$ cat src/pkg/rsk_pkg.sv
package rsk_pkg;

    // Bus geometry
    localparam int unsigned ADDR_W = 12;
    localparam int unsigned DATA_W = 32;
    localparam int unsigned BYTE_W = 8;

    // Register byte offsets
    localparam logic [11:0] OFF_CMD    = 12'h000;
    localparam logic [11:0] OFF_ACC    = 12'h004;
    localparam logic [11:0] OFF_MEM    = 12'h008;
    localparam logic [11:0] OFF_IMM    = 12'h00c;
    localparam logic [11:0] OFF_FLAGS  = 12'h010;
    localparam logic [11:0] OFF_STATUS = 12'h014;

    // Command word fields
    localparam int unsigned CMD_OP_LSB  = 0;
    localparam int unsigned CMD_OP_W    = 5;
    localparam int unsigned CMD_BIT_LSB = 8;
    localparam int unsigned CMD_BIT_W   = 3;
    localparam int unsigned CMD_GO_BIT  = 31;

    // Status word fields
    localparam int unsigned ST_BUSY_BIT = 0;
    localparam int unsigned ST_SKIP_BIT = 1;
    localparam int unsigned ST_ERR_BIT  = 2;
    localparam int unsigned ST_CNT_LSB  = 8;
    localparam int unsigned ST_CNT_W    = 8;

    // Reset values and byte constants
    localparam logic [7:0] ACC_RST = 8'h00;
    localparam logic [7:0] MEM_RST = 8'h00;
    localparam logic [7:0] IMM_RST = 8'h00;
    localparam logic [7:0] ALL_ONES = 8'hff;
    localparam logic [7:0] BYTE_ZERO = 8'h00;
    localparam logic [3:0] NIB_ZERO = 4'h0;

    typedef enum logic [4:0] {
        OP_NONE               = 5'h00,
        OP_ROT_LEFT_C_MEM     = 5'h01,
        OP_ROT_LEFT_C_ACC     = 5'h02,
        OP_ROT_RIGHT_MEM      = 5'h03,
        OP_ROT_RIGHT_ACC      = 5'h04,
        OP_ROT_RIGHT_C_MEM    = 5'h05,
        OP_ROT_RIGHT_C_ACC    = 5'h06,
        OP_SUB_BORROW_ACC     = 5'h07,
        OP_SUB_BORROW_MEM     = 5'h08,
        OP_DEC_SKIP_MEM       = 5'h09,
        OP_DEC_SKIP_ACC       = 5'h0a,
        OP_FILL_ONES_MEM      = 5'h0b,
        OP_FILL_BIT_MEM       = 5'h0c,
        OP_INC_SKIP_MEM       = 5'h0d,
        OP_INC_SKIP_ACC       = 5'h0e,
        OP_SKIP_BIT_NZ        = 5'h0f,
        OP_MINUS_MEM_ACC      = 5'h10,
        OP_MINUS_MEM_MEM      = 5'h11,
        OP_MINUS_IMM_ACC      = 5'h12,
        OP_NIBBLE_SWAP_MEM    = 5'h13
    } rsk_op_t;

    localparam logic [4:0] OP_LAST = 5'h13;

    typedef struct packed {
        logic signed_range_flag;
        logic zero_flag;
        logic half_wrap_flag;
        logic carry_flag;
    } rsk_flags_t;

    localparam rsk_flags_t FLAGS_RST = 4'h0;

    typedef struct packed {
        rsk_op_t    op;
        logic [2:0] bit_sel;
    } rsk_cmd_t;

    typedef struct packed {
        logic [7:0] res;
        rsk_flags_t flags;
    } rsk_arith_t;

    typedef enum logic [2:0] {
        ST_IDLE  = 3'b001,
        ST_EXEC  = 3'b010,
        ST_DUMMY = 3'b100
    } rsk_state_t;

endpackage

$ cat src/hdl/rsk_adder.sv
`timescale 1ns/1ps
module rsk_adder (
    // Operands
    input  wire logic [7:0]         a,
    input  wire logic [7:0]         b,
    input  wire logic               cin,
    // Sum and flags of a plus inverted b plus carry in
    output rsk_pkg::rsk_arith_t     sum
);
    logic [7:0] b_inv;
    logic [4:0] lo;
    logic [4:0] hi;
    logic [7:0] res;

    assign b_inv = ~b;
    assign lo    = {1'b0, a[3:0]} + {1'b0, b_inv[3:0]} + {4'h0, cin};
    assign hi    = {1'b0, a[7:4]} + {1'b0, b_inv[7:4]} + {4'h0, lo[4]};
    assign res   = {hi[3:0], lo[3:0]};

    assign sum.res                     = res;
    assign sum.flags.carry_flag        = hi[4];
    assign sum.flags.half_wrap_flag    = lo[4];
    assign sum.flags.zero_flag         = (res == rsk_pkg::BYTE_ZERO);
    assign sum.flags.signed_range_flag = (a[7] == b_inv[7]) && (res[7] != a[7]);
endmodule

$ cat src/hdl/rsk_bitops.sv
`timescale 1ns/1ps
module rsk_bitops (
    // Operation and operands
    input  wire rsk_pkg::rsk_op_t   op,
    input  wire logic [7:0]         mem,
    input  wire logic               cin,
    input  wire logic [2:0]         bit_sel,
    // Results
    output logic [7:0]              res,
    output logic                    cout,
    output logic                    skip
);
    function automatic logic [7:0] step(input logic [7:0] v, input logic up);
        step = up ? (v + 8'h01) : (v - 8'h01);
    endfunction

    logic [7:0] inc_v;
    logic [7:0] dec_v;
    logic [7:0] bit_mask;

    assign inc_v    = step(mem, 1'b1);
    assign dec_v    = step(mem, 1'b0);
    assign bit_mask = 8'h01 << bit_sel;

    always_comb begin
        res  = mem;
        cout = cin;
        skip = 1'b0;
        unique case (op)
            rsk_pkg::OP_ROT_LEFT_C_MEM, rsk_pkg::OP_ROT_LEFT_C_ACC: begin
                res  = {mem[6:0], cin};
                cout = mem[7];
            end
            rsk_pkg::OP_ROT_RIGHT_MEM, rsk_pkg::OP_ROT_RIGHT_ACC: res = {mem[0], mem[7:1]};
            rsk_pkg::OP_ROT_RIGHT_C_MEM, rsk_pkg::OP_ROT_RIGHT_C_ACC: begin
                res  = {cin, mem[7:1]};
                cout = mem[0];
            end
            rsk_pkg::OP_DEC_SKIP_MEM, rsk_pkg::OP_DEC_SKIP_ACC: begin
                res  = dec_v;
                skip = (dec_v == rsk_pkg::BYTE_ZERO);
            end
            rsk_pkg::OP_INC_SKIP_MEM, rsk_pkg::OP_INC_SKIP_ACC: begin
                res  = inc_v;
                skip = (inc_v == rsk_pkg::BYTE_ZERO);
            end
            rsk_pkg::OP_FILL_ONES_MEM: res = rsk_pkg::ALL_ONES;
            rsk_pkg::OP_FILL_BIT_MEM: res = mem | bit_mask;
            rsk_pkg::OP_SKIP_BIT_NZ: skip = |(mem & bit_mask);
            rsk_pkg::OP_NIBBLE_SWAP_MEM: res = {mem[3:0], mem[7:4]};
            default: res = mem;
        endcase
    end
endmodule

$ cat src/hdl/rsk_datapath.sv
// Functional notes
// RULE_01 - Memory rotate left through carry: carry to bit 0, bit 7 to carry.
// RULE_02 - Same left rotate through carry, result to accumulator, memory kept.
// RULE_03 - Memory rotate right, bit 0 to bit 7, back to memory, no flags.
// RULE_04 - Right rotate of memory into accumulator, memory and flags kept.
// RULE_05 - Memory rotate right through carry: carry to bit 7, bit 0 to carry.
// RULE_06 - Right rotate through carry into accumulator, memory kept.
// RULE_07 - Acc plus inverted memory plus carry into acc, four flags updated.
// RULE_08 - Acc plus inverted memory plus carry into memory, four flags updated.
// RULE_09 - Memory minus one back to memory; zero result skips next, 2 cycles.
// RULE_10 - Memory minus one into accumulator; zero result skips next.
// RULE_11 - Whole-byte fill writes all ones to memory, flags kept.
// RULE_12 - Single-bit fill sets only the selected memory bit, flags kept.
// RULE_13 - Memory plus one back to memory; zero result skips next, 2 cycles.
// RULE_14 - Memory plus one into accumulator; zero result skips next.
// RULE_15 - Selected memory bit set skips next with dummy cycle, nothing changes.
// RULE_16 - Acc plus inverted memory plus one into acc, four flags updated.
// RULE_17 - Acc plus inverted memory plus one into memory, four flags updated.
// RULE_18 - Acc plus inverted immediate plus one into acc, four flags updated.
// RULE_19 - Memory nibbles exchanged and written back, flags kept.
// RULE_20 - Flags not affected by an operation hold, also over skip cycles.
`timescale 1ns/1ps
module rsk_datapath (
    // Clock and reset
    input  wire logic                          pclk,
    input  wire logic                          presetn,
    // APB slave
    input  wire logic                          psel,
    input  wire logic                          penable,
    input  wire logic                          pwrite,
    input  wire logic [rsk_pkg::ADDR_W-1:0]    paddr,
    input  wire logic [rsk_pkg::DATA_W-1:0]    pwdata,
    output logic [rsk_pkg::DATA_W-1:0]         prdata,
    output logic                               pready,
    output logic                               pslverr,
    // Sequencer side
    output logic                               fetch_discard,
    output logic                               op_done
);
    // Bus handshake
    logic                         pready_reg;
    logic                         pslverr_reg;
    logic [rsk_pkg::DATA_W-1:0]   prdata_reg;
    logic                         access;
    logic                         first_access;
    logic                         fire;
    logic                         wr_fire;

    // Address decode
    logic                         hit_cmd;
    logic                         hit_acc;
    logic                         hit_mem;
    logic                         hit_imm;
    logic                         hit_flags;
    logic                         hit_status;
    logic                         mapped;

    // Architectural state
    logic [7:0]                   acc_reg;
    logic [7:0]                   acc_next;
    logic [7:0]                   mem_reg;
    logic [7:0]                   mem_next;
    logic [7:0]                   imm_reg;
    logic [7:0]                   imm_next;
    rsk_pkg::rsk_flags_t          flags_reg;
    rsk_pkg::rsk_flags_t          flags_next;
    rsk_pkg::rsk_cmd_t            cmd_reg;
    rsk_pkg::rsk_cmd_t            cmd_next;
    rsk_pkg::rsk_state_t          state_reg;
    rsk_pkg::rsk_state_t          state_next;
    logic                         skip_reg;
    logic                         skip_next;
    logic                         err_reg;
    logic                         err_next;
    logic [rsk_pkg::ST_CNT_W-1:0] cnt_reg;
    logic [rsk_pkg::ST_CNT_W-1:0] cnt_next;
    logic                         discard_reg;
    logic                         done_reg;

    // Command launch
    logic                         idle;
    logic                         exec;
    logic                         dummy;
    logic                         go;
    logic [4:0]                   wr_op;
    logic                         op_legal;
    logic                         launch;
    logic                         bad_launch;
    logic                         err_clear;

    // Register write strobes
    logic                         wr_acc;
    logic                         wr_mem;
    logic                         wr_imm;
    logic                         wr_flags;
    logic                         exec_acc;
    logic                         exec_mem;
    logic [7:0]                   wr_byte;
    rsk_pkg::rsk_flags_t          wr_flags_val;
    logic                         busy;

    // Operation classes
    rsk_pkg::rsk_op_t             op;
    logic                         is_arith;
    logic                         is_rot_carry;
    logic                         to_acc;
    logic                         to_mem;
    logic                         use_imm;
    logic                         use_borrow;

    // Units
    rsk_pkg::rsk_arith_t          arith;
    logic [7:0]                   adder_b;
    logic                         adder_cin;
    logic [7:0]                   bit_res;
    logic                         bit_cout;
    logic                         bit_skip;
    logic [7:0]                   result;
    logic                         skip_now;
    logic [rsk_pkg::DATA_W-1:0]   rd_data;

    // Bus write that lands in a register only while no operation runs
    function automatic logic idle_write(input logic strobe, input logic hit, input logic free);
        idle_write = strobe & hit & free;
    endfunction

    // Bus phases
    assign access       = psel & penable;
    assign first_access = access & ~pready_reg;
    assign fire         = access & pready_reg;
    assign wr_fire      = fire & pwrite;

    assign hit_cmd    = (paddr == rsk_pkg::OFF_CMD);
    assign hit_acc    = (paddr == rsk_pkg::OFF_ACC);
    assign hit_mem    = (paddr == rsk_pkg::OFF_MEM);
    assign hit_imm    = (paddr == rsk_pkg::OFF_IMM);
    assign hit_flags  = (paddr == rsk_pkg::OFF_FLAGS);
    assign hit_status = (paddr == rsk_pkg::OFF_STATUS);
    assign mapped     = hit_cmd | hit_acc | hit_mem | hit_imm | hit_flags | hit_status;

    // State decode
    assign idle  = (state_reg == rsk_pkg::ST_IDLE);
    assign exec  = (state_reg == rsk_pkg::ST_EXEC);
    assign dummy = (state_reg == rsk_pkg::ST_DUMMY);

    // Command write
    assign go         = pwdata[rsk_pkg::CMD_GO_BIT];
    assign wr_op      = pwdata[rsk_pkg::CMD_OP_LSB +: rsk_pkg::CMD_OP_W];
    assign op_legal   = (wr_op != rsk_pkg::OP_NONE) && (wr_op <= rsk_pkg::OP_LAST);
    assign launch     = wr_fire & hit_cmd & go & idle & op_legal;
    assign bad_launch = wr_fire & hit_cmd & go & idle & ~op_legal;
    assign err_clear  = wr_fire & hit_status & pwdata[rsk_pkg::ST_ERR_BIT];

    assign cmd_next.op      = launch ? rsk_pkg::rsk_op_t'(wr_op) : cmd_reg.op;
    assign cmd_next.bit_sel = launch ? pwdata[rsk_pkg::CMD_BIT_LSB +: rsk_pkg::CMD_BIT_W]
                                     : cmd_reg.bit_sel;

    // Operation classes
    assign op = cmd_reg.op;

    assign is_arith = op inside {rsk_pkg::OP_SUB_BORROW_ACC, rsk_pkg::OP_SUB_BORROW_MEM,
                                 rsk_pkg::OP_MINUS_MEM_ACC, rsk_pkg::OP_MINUS_MEM_MEM,
                                 rsk_pkg::OP_MINUS_IMM_ACC};

    assign is_rot_carry = op inside {rsk_pkg::OP_ROT_LEFT_C_MEM, rsk_pkg::OP_ROT_LEFT_C_ACC,
                                     rsk_pkg::OP_ROT_RIGHT_C_MEM,
                                     rsk_pkg::OP_ROT_RIGHT_C_ACC};

    assign to_acc = op inside {rsk_pkg::OP_ROT_LEFT_C_ACC, rsk_pkg::OP_ROT_RIGHT_ACC,
                               rsk_pkg::OP_ROT_RIGHT_C_ACC, rsk_pkg::OP_SUB_BORROW_ACC,
                               rsk_pkg::OP_DEC_SKIP_ACC, rsk_pkg::OP_INC_SKIP_ACC,
                               rsk_pkg::OP_MINUS_MEM_ACC, rsk_pkg::OP_MINUS_IMM_ACC};

    assign to_mem = op inside {rsk_pkg::OP_ROT_LEFT_C_MEM, rsk_pkg::OP_ROT_RIGHT_MEM,
                               rsk_pkg::OP_ROT_RIGHT_C_MEM, rsk_pkg::OP_SUB_BORROW_MEM,
                               rsk_pkg::OP_DEC_SKIP_MEM, rsk_pkg::OP_FILL_ONES_MEM,
                               rsk_pkg::OP_FILL_BIT_MEM, rsk_pkg::OP_INC_SKIP_MEM,
                               rsk_pkg::OP_MINUS_MEM_MEM, rsk_pkg::OP_NIBBLE_SWAP_MEM};

    assign use_imm    = (op == rsk_pkg::OP_MINUS_IMM_ACC); // RULE_18
    assign use_borrow = op inside {rsk_pkg::OP_SUB_BORROW_ACC, rsk_pkg::OP_SUB_BORROW_MEM};

    // Subtract operand and carry in
    assign adder_b   = use_imm ? imm_reg : mem_reg; // RULE_16 RULE_17 RULE_18
    assign adder_cin = use_borrow ? flags_reg.carry_flag : 1'b1; // RULE_07 RULE_08

    rsk_adder u_adder (
        .a   (acc_reg),
        .b   (adder_b),
        .cin (adder_cin),
        .sum (arith)
    );

    rsk_bitops u_bitops (
        .op      (op),
        .mem     (mem_reg),
        .cin     (flags_reg.carry_flag),
        .bit_sel (cmd_reg.bit_sel),
        .res     (bit_res),
        .cout    (bit_cout),
        .skip    (bit_skip)
    );

    // Result routing
    assign result   = is_arith ? arith.res : bit_res;
    assign skip_now = exec & ~is_arith & bit_skip; // RULE_09 RULE_10 RULE_13 RULE_14 RULE_15

    // Register loads: the datapath wins, the bus only lands while idle
    assign exec_acc     = exec & to_acc;
    assign exec_mem     = exec & to_mem;
    assign wr_acc       = idle_write(wr_fire, hit_acc, idle);
    assign wr_mem       = idle_write(wr_fire, hit_mem, idle);
    assign wr_imm       = idle_write(wr_fire, hit_imm, idle);
    assign wr_flags     = idle_write(wr_fire, hit_flags, idle);
    assign wr_byte      = pwdata[rsk_pkg::BYTE_W-1:0];
    assign wr_flags_val = wr_byte[$bits(rsk_pkg::rsk_flags_t)-1:0];
    assign busy         = ~idle;

    // Accumulator: result only for accumulator forms, bus load while idle
    assign acc_next = exec_acc ? result : // RULE_02 RULE_04 RULE_06 RULE_10 RULE_14
                      wr_acc ? wr_byte : acc_reg;

    // Memory byte: written back only by memory forms
    assign mem_next = exec_mem ? result : // RULE_01 RULE_03 RULE_05 RULE_11 RULE_12
                      wr_mem ? wr_byte : mem_reg; // RULE_19

    assign imm_next = wr_imm ? wr_byte : imm_reg;

    // Flags: subtracts load all four, carry rotates load carry, others hold
    always_comb begin
        flags_next = flags_reg; // RULE_20
        if (exec & is_arith) begin
            flags_next = arith.flags; // RULE_07 RULE_08 RULE_16 RULE_17 RULE_18
        end else if (exec & is_rot_carry) begin
            flags_next.carry_flag = bit_cout; // RULE_01 RULE_02 RULE_05 RULE_06
        end else if (wr_flags) begin
            flags_next = wr_flags_val;
        end
    end

    // Sequence: execute, then one dummy cycle when the next fetch is dropped
    always_comb begin
        state_next = state_reg;
        unique case (state_reg)
            rsk_pkg::ST_IDLE: begin
                if (launch) begin
                    state_next = rsk_pkg::ST_EXEC;
                end
            end
            rsk_pkg::ST_EXEC: begin
                state_next = skip_now ? rsk_pkg::ST_DUMMY : rsk_pkg::ST_IDLE; // RULE_15
            end
            rsk_pkg::ST_DUMMY: begin
                state_next = rsk_pkg::ST_IDLE; // RULE_20
            end
            default: begin
                state_next = rsk_pkg::ST_IDLE;
            end
        endcase
    end

    // Status bookkeeping; a new error beats a clear in the same cycle
    assign skip_next = exec ? skip_now : skip_reg;
    assign err_next  = bad_launch | (err_reg & ~err_clear);
    assign cnt_next  = exec ? cnt_reg + 8'h01 : cnt_reg;

    // Read mux
    always_comb begin
        rd_data = '0;
        if (hit_cmd) begin
            rd_data[rsk_pkg::CMD_OP_LSB +: rsk_pkg::CMD_OP_W]   = cmd_reg.op;
            rd_data[rsk_pkg::CMD_BIT_LSB +: rsk_pkg::CMD_BIT_W] = cmd_reg.bit_sel;
        end else if (hit_acc) begin
            rd_data[7:0] = acc_reg;
        end else if (hit_mem) begin
            rd_data[7:0] = mem_reg;
        end else if (hit_imm) begin
            rd_data[7:0] = imm_reg;
        end else if (hit_flags) begin
            rd_data[3:0] = flags_reg;
        end else if (hit_status) begin
            rd_data[rsk_pkg::ST_BUSY_BIT] = busy;
            rd_data[rsk_pkg::ST_SKIP_BIT] = skip_reg;
            rd_data[rsk_pkg::ST_ERR_BIT]  = err_reg;
            rd_data[rsk_pkg::ST_CNT_LSB +: rsk_pkg::ST_CNT_W] = cnt_reg;
        end
    end

    // Bus answer: one wait state on every access
    always_ff @(posedge pclk or negedge presetn) begin
        if (!presetn) begin
            pready_reg  <= 1'b0;
            pslverr_reg <= 1'b0;
            prdata_reg  <= '0;
        end else begin
            pready_reg  <= first_access;
            pslverr_reg <= first_access & ~mapped;
            prdata_reg  <= (first_access & ~pwrite) ? rd_data : '0;
        end
    end

    // Datapath state
    always_ff @(posedge pclk or negedge presetn) begin
        if (!presetn) begin
            acc_reg   <= rsk_pkg::ACC_RST;
            mem_reg   <= rsk_pkg::MEM_RST;
            imm_reg   <= rsk_pkg::IMM_RST;
            flags_reg <= rsk_pkg::FLAGS_RST;
        end else begin
            acc_reg   <= acc_next;
            mem_reg   <= mem_next;
            imm_reg   <= imm_next;
            flags_reg <= flags_next;
        end
    end

    // Control state
    always_ff @(posedge pclk or negedge presetn) begin
        if (!presetn) begin
            state_reg   <= rsk_pkg::ST_IDLE;
            cmd_reg     <= '0;
            skip_reg    <= 1'b0;
            err_reg     <= 1'b0;
            cnt_reg     <= '0;
            discard_reg <= 1'b0;
            done_reg    <= 1'b0;
        end else begin
            state_reg   <= state_next;
            cmd_reg     <= cmd_next;
            skip_reg    <= skip_next;
            err_reg     <= err_next;
            cnt_reg     <= cnt_next;
            discard_reg <= skip_now; // RULE_09 RULE_13
            done_reg    <= (exec & ~skip_now) | dummy;
        end
    end

    assign pready        = pready_reg;
    assign pslverr       = pslverr_reg;
    assign prdata        = prdata_reg;
    assign fetch_discard = discard_reg;
    assign op_done       = done_reg;
endmodule

$ cat config.mk
export PLATFORM = sky130hd
export DESIGN_NAME = rsk_datapath
export DESIGN_NICKNAME = d
export VERILOG_FILES = /design/src/pkg/rsk_pkg.sv /design/src/hdl/rsk_adder.sv /design/src/hdl/rsk_bitops.sv /design/src/hdl/rsk_datapath.sv
export SDC_FILE = /design/constraint.sdc
export NUM_CORES = 1
export LEC_CHECK = 0
export BUFFER_PORTS_ARGS = -buffer_cell sky130_fd_sc_hd__buf_2
export CORE_MARGIN = 3
export CORE_UTILIZATION = 45
export CTS_BUF_LIST = sky130_fd_sc_hd__clkbuf_8
export DETAILED_ROUTE_END_ITERATION = 7
export GPL_TIMING_DRIVEN = 1
export PLACE_DENSITY = 0.75
export SETUP_SLACK_MARGIN = 0.4
export SLEW_MARGIN = 5
export SYNTH_ARGS = -nofsm -noshare
export SYNTH_HDL_FRONTEND = slang
export SYNTH_SLANG_ARGS = --single-unit
$ cat constraint.sdc
create_clock -name pclk -period 5.85 [get_ports pclk]
set_clock_uncertainty 0.15 [all_clocks]
set_input_delay 1.4625 -clock pclk [delete_from_list [all_inputs] [get_ports pclk]]
set_output_delay 1.4625 -clock pclk [all_outputs]
set_load 0.02 [all_outputs]
==> impl_metrics.ini <==
[synthesis]
synthArstFlopShare_pct = 100.0
yosysTopAreaCell = dfrtp_1
netlist_area_mm2 = 0.005284
synth.distinct_cells = 78
synth_xor_area_share_pct = 2.984
synth_compound_area_share_pct = 20.29
postSynthAreaPerCell_um2 = 8.592
synth_top_area_share_pct = 32.20
synth-main-ff-cell = dfrtp_1
synthSimpleGateAreaFrac_pct = 23.25
yosysSeqAreaShare_pct = 32.70
synth_top_family_by_area = simple AND/OR/NAND/NOR gates
postSynthCellCount = 615
synth.most_common_cell = dfrtp_1
synth_fa_ha_area_share_pct = 3.883
synth_area_leaders = dfrtp_1 (32%), mux2i_1 (4.5%), a21oi_1 (3.9%), o21ai_0 (3.8%), mux2_2 (3.4%)
yosys_register_bits = 69
yosys-top-cells-count = dfrtp_1 (68), nor2_1 (47), nand2_1 (45), a21oi_1 (41), o21ai_0 (40)
yosys_warnings = 0
synth_edf_count = 0
synthMuxAreaShare_pct = 9.022

[power_and_ir_drop]
power_switching_uw = 241.3
share_comb_of_total_power_pct = 6.0
pwr-share-seq_pct = 50.6
total_power_uw = 944.3
clockPowerShare_pct = 43.4
ir_drop_v = 0.0001551
power_density_mw_per_mm2 = 165.2
p_int_uw = 703.0
switching_share_pct = 25.55
leakage_nw = 2.636

[clock_network]
cts.sinks = 69
cts-htree-levels = 3
cts_tree = built
cts_root_buf = clkbuf_8
numCtsBuffers = 9
cts_buffer_depth = 2
clk_pin_slew_worst_paths_ns = 0.08
postCtsSetupBuffers = 0
cts_resized = 0
cts_hold_buf = 0
worst_skew_pair.late_latency_ns = 0.37

[detailed_routing]
first_pass_iters = 5
totalWireLength_um = 15240
via_per_inst = 6.224
wl_per_cell_um = 19.44
antenna_left = 0
drc_errors = 0
num_vias = 4880
drt_iter0_markers = 461

[min_path]
hp-start = cnt_reg[6]
min_path_cells = 1
worstHoldPathType = flop to flop
holdPathEnd = cnt_reg[6]

[grt]
grt_use_met2_pct = 37.70
grt_busiest_layer = met2
use_met3_pct = 5.444
grt_pass1_wl_um = 24410
grt_pass1_vias = 4663
antenna_found_initial = 0
grtUsageMet1_pct = 32.24
grt_overflow = 0
grt_start_max_net_pins = 43
grtUsageTotal_pct = 23.61

[place]
dpl.hpwl_um = 11080
gp_congestion = 0.9351
portBuffers = 48

[floorplanning]
die_area_mm2 = 0.01308
die-width_um = 114.4
coreArea_mm2 = 0.01117
rows = 38
dieHeight_um = 114.4
start_util_pct = 47.29
io_pins = 85

[timing]
rsz0062_at_grt = no
period_minus_slack_ns = 4.664
fin_crit_sh_pct = 79.72
tns_ns = 0
setup_violations = 0
drv_slew = 0
max_slew_margin_pct = 32.66
fmax_ghz = 0.2144
worst_slew_pin_slew_ns = 1.010
hold_viol_final = 0

[setup_path]
reg2reg_to = acc_reg[7]
start_kind = flop
crit_fanout = 21
cp_data_required_time_ns = 5.95
r2r_cells = 17
cp.arrival_ns = 4.76
path_class = flop to flop
crit-reg2reg-launch = op[3]
r2r_slack_ns = 1.19
cp-end-kind = flop

[finish]
final_nets = 702
syn_to_final_growth_pct = 8.193
largest_register_ffs = 16
drive_above_1_share_pct = 17.86
n_antenna_cell = 0

[job]
maxCapViolCount = 0

[status]
status = complete, no violations
kinds of logic after synthesis:
logic type,after synthesis
other,1
AND/OR/NAND/NOR,223
XOR/XNOR,18
AO/OA/AOI/OAI,164
multiplexers,43
flip-flops,69
adder cells (fa/ha/maj),14
buffers and inverters,83
layout make-up:
type / instances / area (um2)
fillers: 1044 / 5456
well taps: 140 / 175.2
clock buffers: 10 / 137.6
inverters: 22 / 82.58
flip-flops and latches: 69 / 1728
multi-input cells: 478 / 3201
repair buffers: 59 / 322.8
clock inverters: 6 / 70.07
cells in the final DEF, fill, tap and decap left out, types with 5 or more instances in the layout:
master    synthesis  final
conb_1            1     16
nand2_1          45     45
and2_1           11     11
inv_1            22     22
a22oi_1          12     12
and3_1           17     17
o22ai_1           6      6
ha_1             10     10
mux2_2           16     16
mux2i_1          24     24
or3_1             5      5
nand2b_1         10     10
xnor2_1          15     15
buf_2            10     48
dfrtp_1          68     68
nand4_1          10     10
or4_1             5      5
o21ai_0          40     40
nor2b_1           9      9
clkbuf_8          0     10
a21oi_1          41     41
a31oi_1           6      6
nor4_1            5      5
nor3b_1           5      5
buf_4            17     11
a221oi_1          5      5
o31ai_1           6      6
nor2_1           47     47
nand3_1          14     14
nor3_1           14     14
routing by layer:
layer / part of all wire, % / wire length, um / vias to the layer above
met4: 2.2 / 338 / 0
met5: 0 / 0 / -
met2: 48 / 7281 / 241
li1: - / - / 2257
met3: 8.5 / 1291 / 33
met1: 42 / 6325 / 2349
worst max path at each step:
stage	startpoint	to	slack (ns)	cells past startpoint
6_report	op[3]	acc_reg[7]	1.19	17
5_1_grt	op[3]	acc_reg[7]	0.94	17
3_3_place_gp	op[3]	acc_reg[7]	1.31	17
3_5_place_dp	op[3]	acc_reg[7]	1.22	17
2_1_floorplan	op[2]	acc_reg[7]	1.70	18
4_1_cts	op[3]	acc_reg[7]	1.20	17
worst max-delay path: stages (launching register included):
cell and delay (ns):
dfrtp_1 0.36, buf_4 0.21, or2_2 0.37, or4_1 0.67, mux2i_1 0.22, fa_1 0.44, inv_1 0.08, fa_1 0.20
nor2b_1 0.05, o21ai_0 0.18, nand2b_1 0.12, fa_1 0.39, a21o_1 0.16, a21oi_1 0.26, xnor2_1 0.15, and3_1 0.20
a221oi_1 0.18, o21ai_0 0.13
power groups by stage:
stage | clock network, mW | logic (mW) | registers, mW
finish | 0.410 | 0.0564 | 0.478
global route | 0.438 | 0.0623 | 0.478
CTS | 0.416 | 0.0564 | 0.478
detailed placement | 0 | 0.0562 | 0.488
global placement | 0 | 0.0555 | 0.487
floorplan | 0 | 0.0350 | 0.489
metrics by stage:
stage / cells / utilization (%) / hold WS (ns) / instance area [um2] / setup WS [ns]
global placement: 768 / 49.31 / 0.3050 / 5509 / 1.306
finish: 784 / 51.16 / 0.3435 / 5717 / 1.186
CTS: 784 / 51.16 / 0.3515 / 5717 / 1.199
floorplan: 630 / - / 0.2876 / 5340 / 1.702
global route: 784 / 51.16 / 0.3646 / 5717 / 0.9437
detailed placement: 768 / 49.31 / 0.3406 / 5509 / 1.223
(Power assumes the default switching activity.)
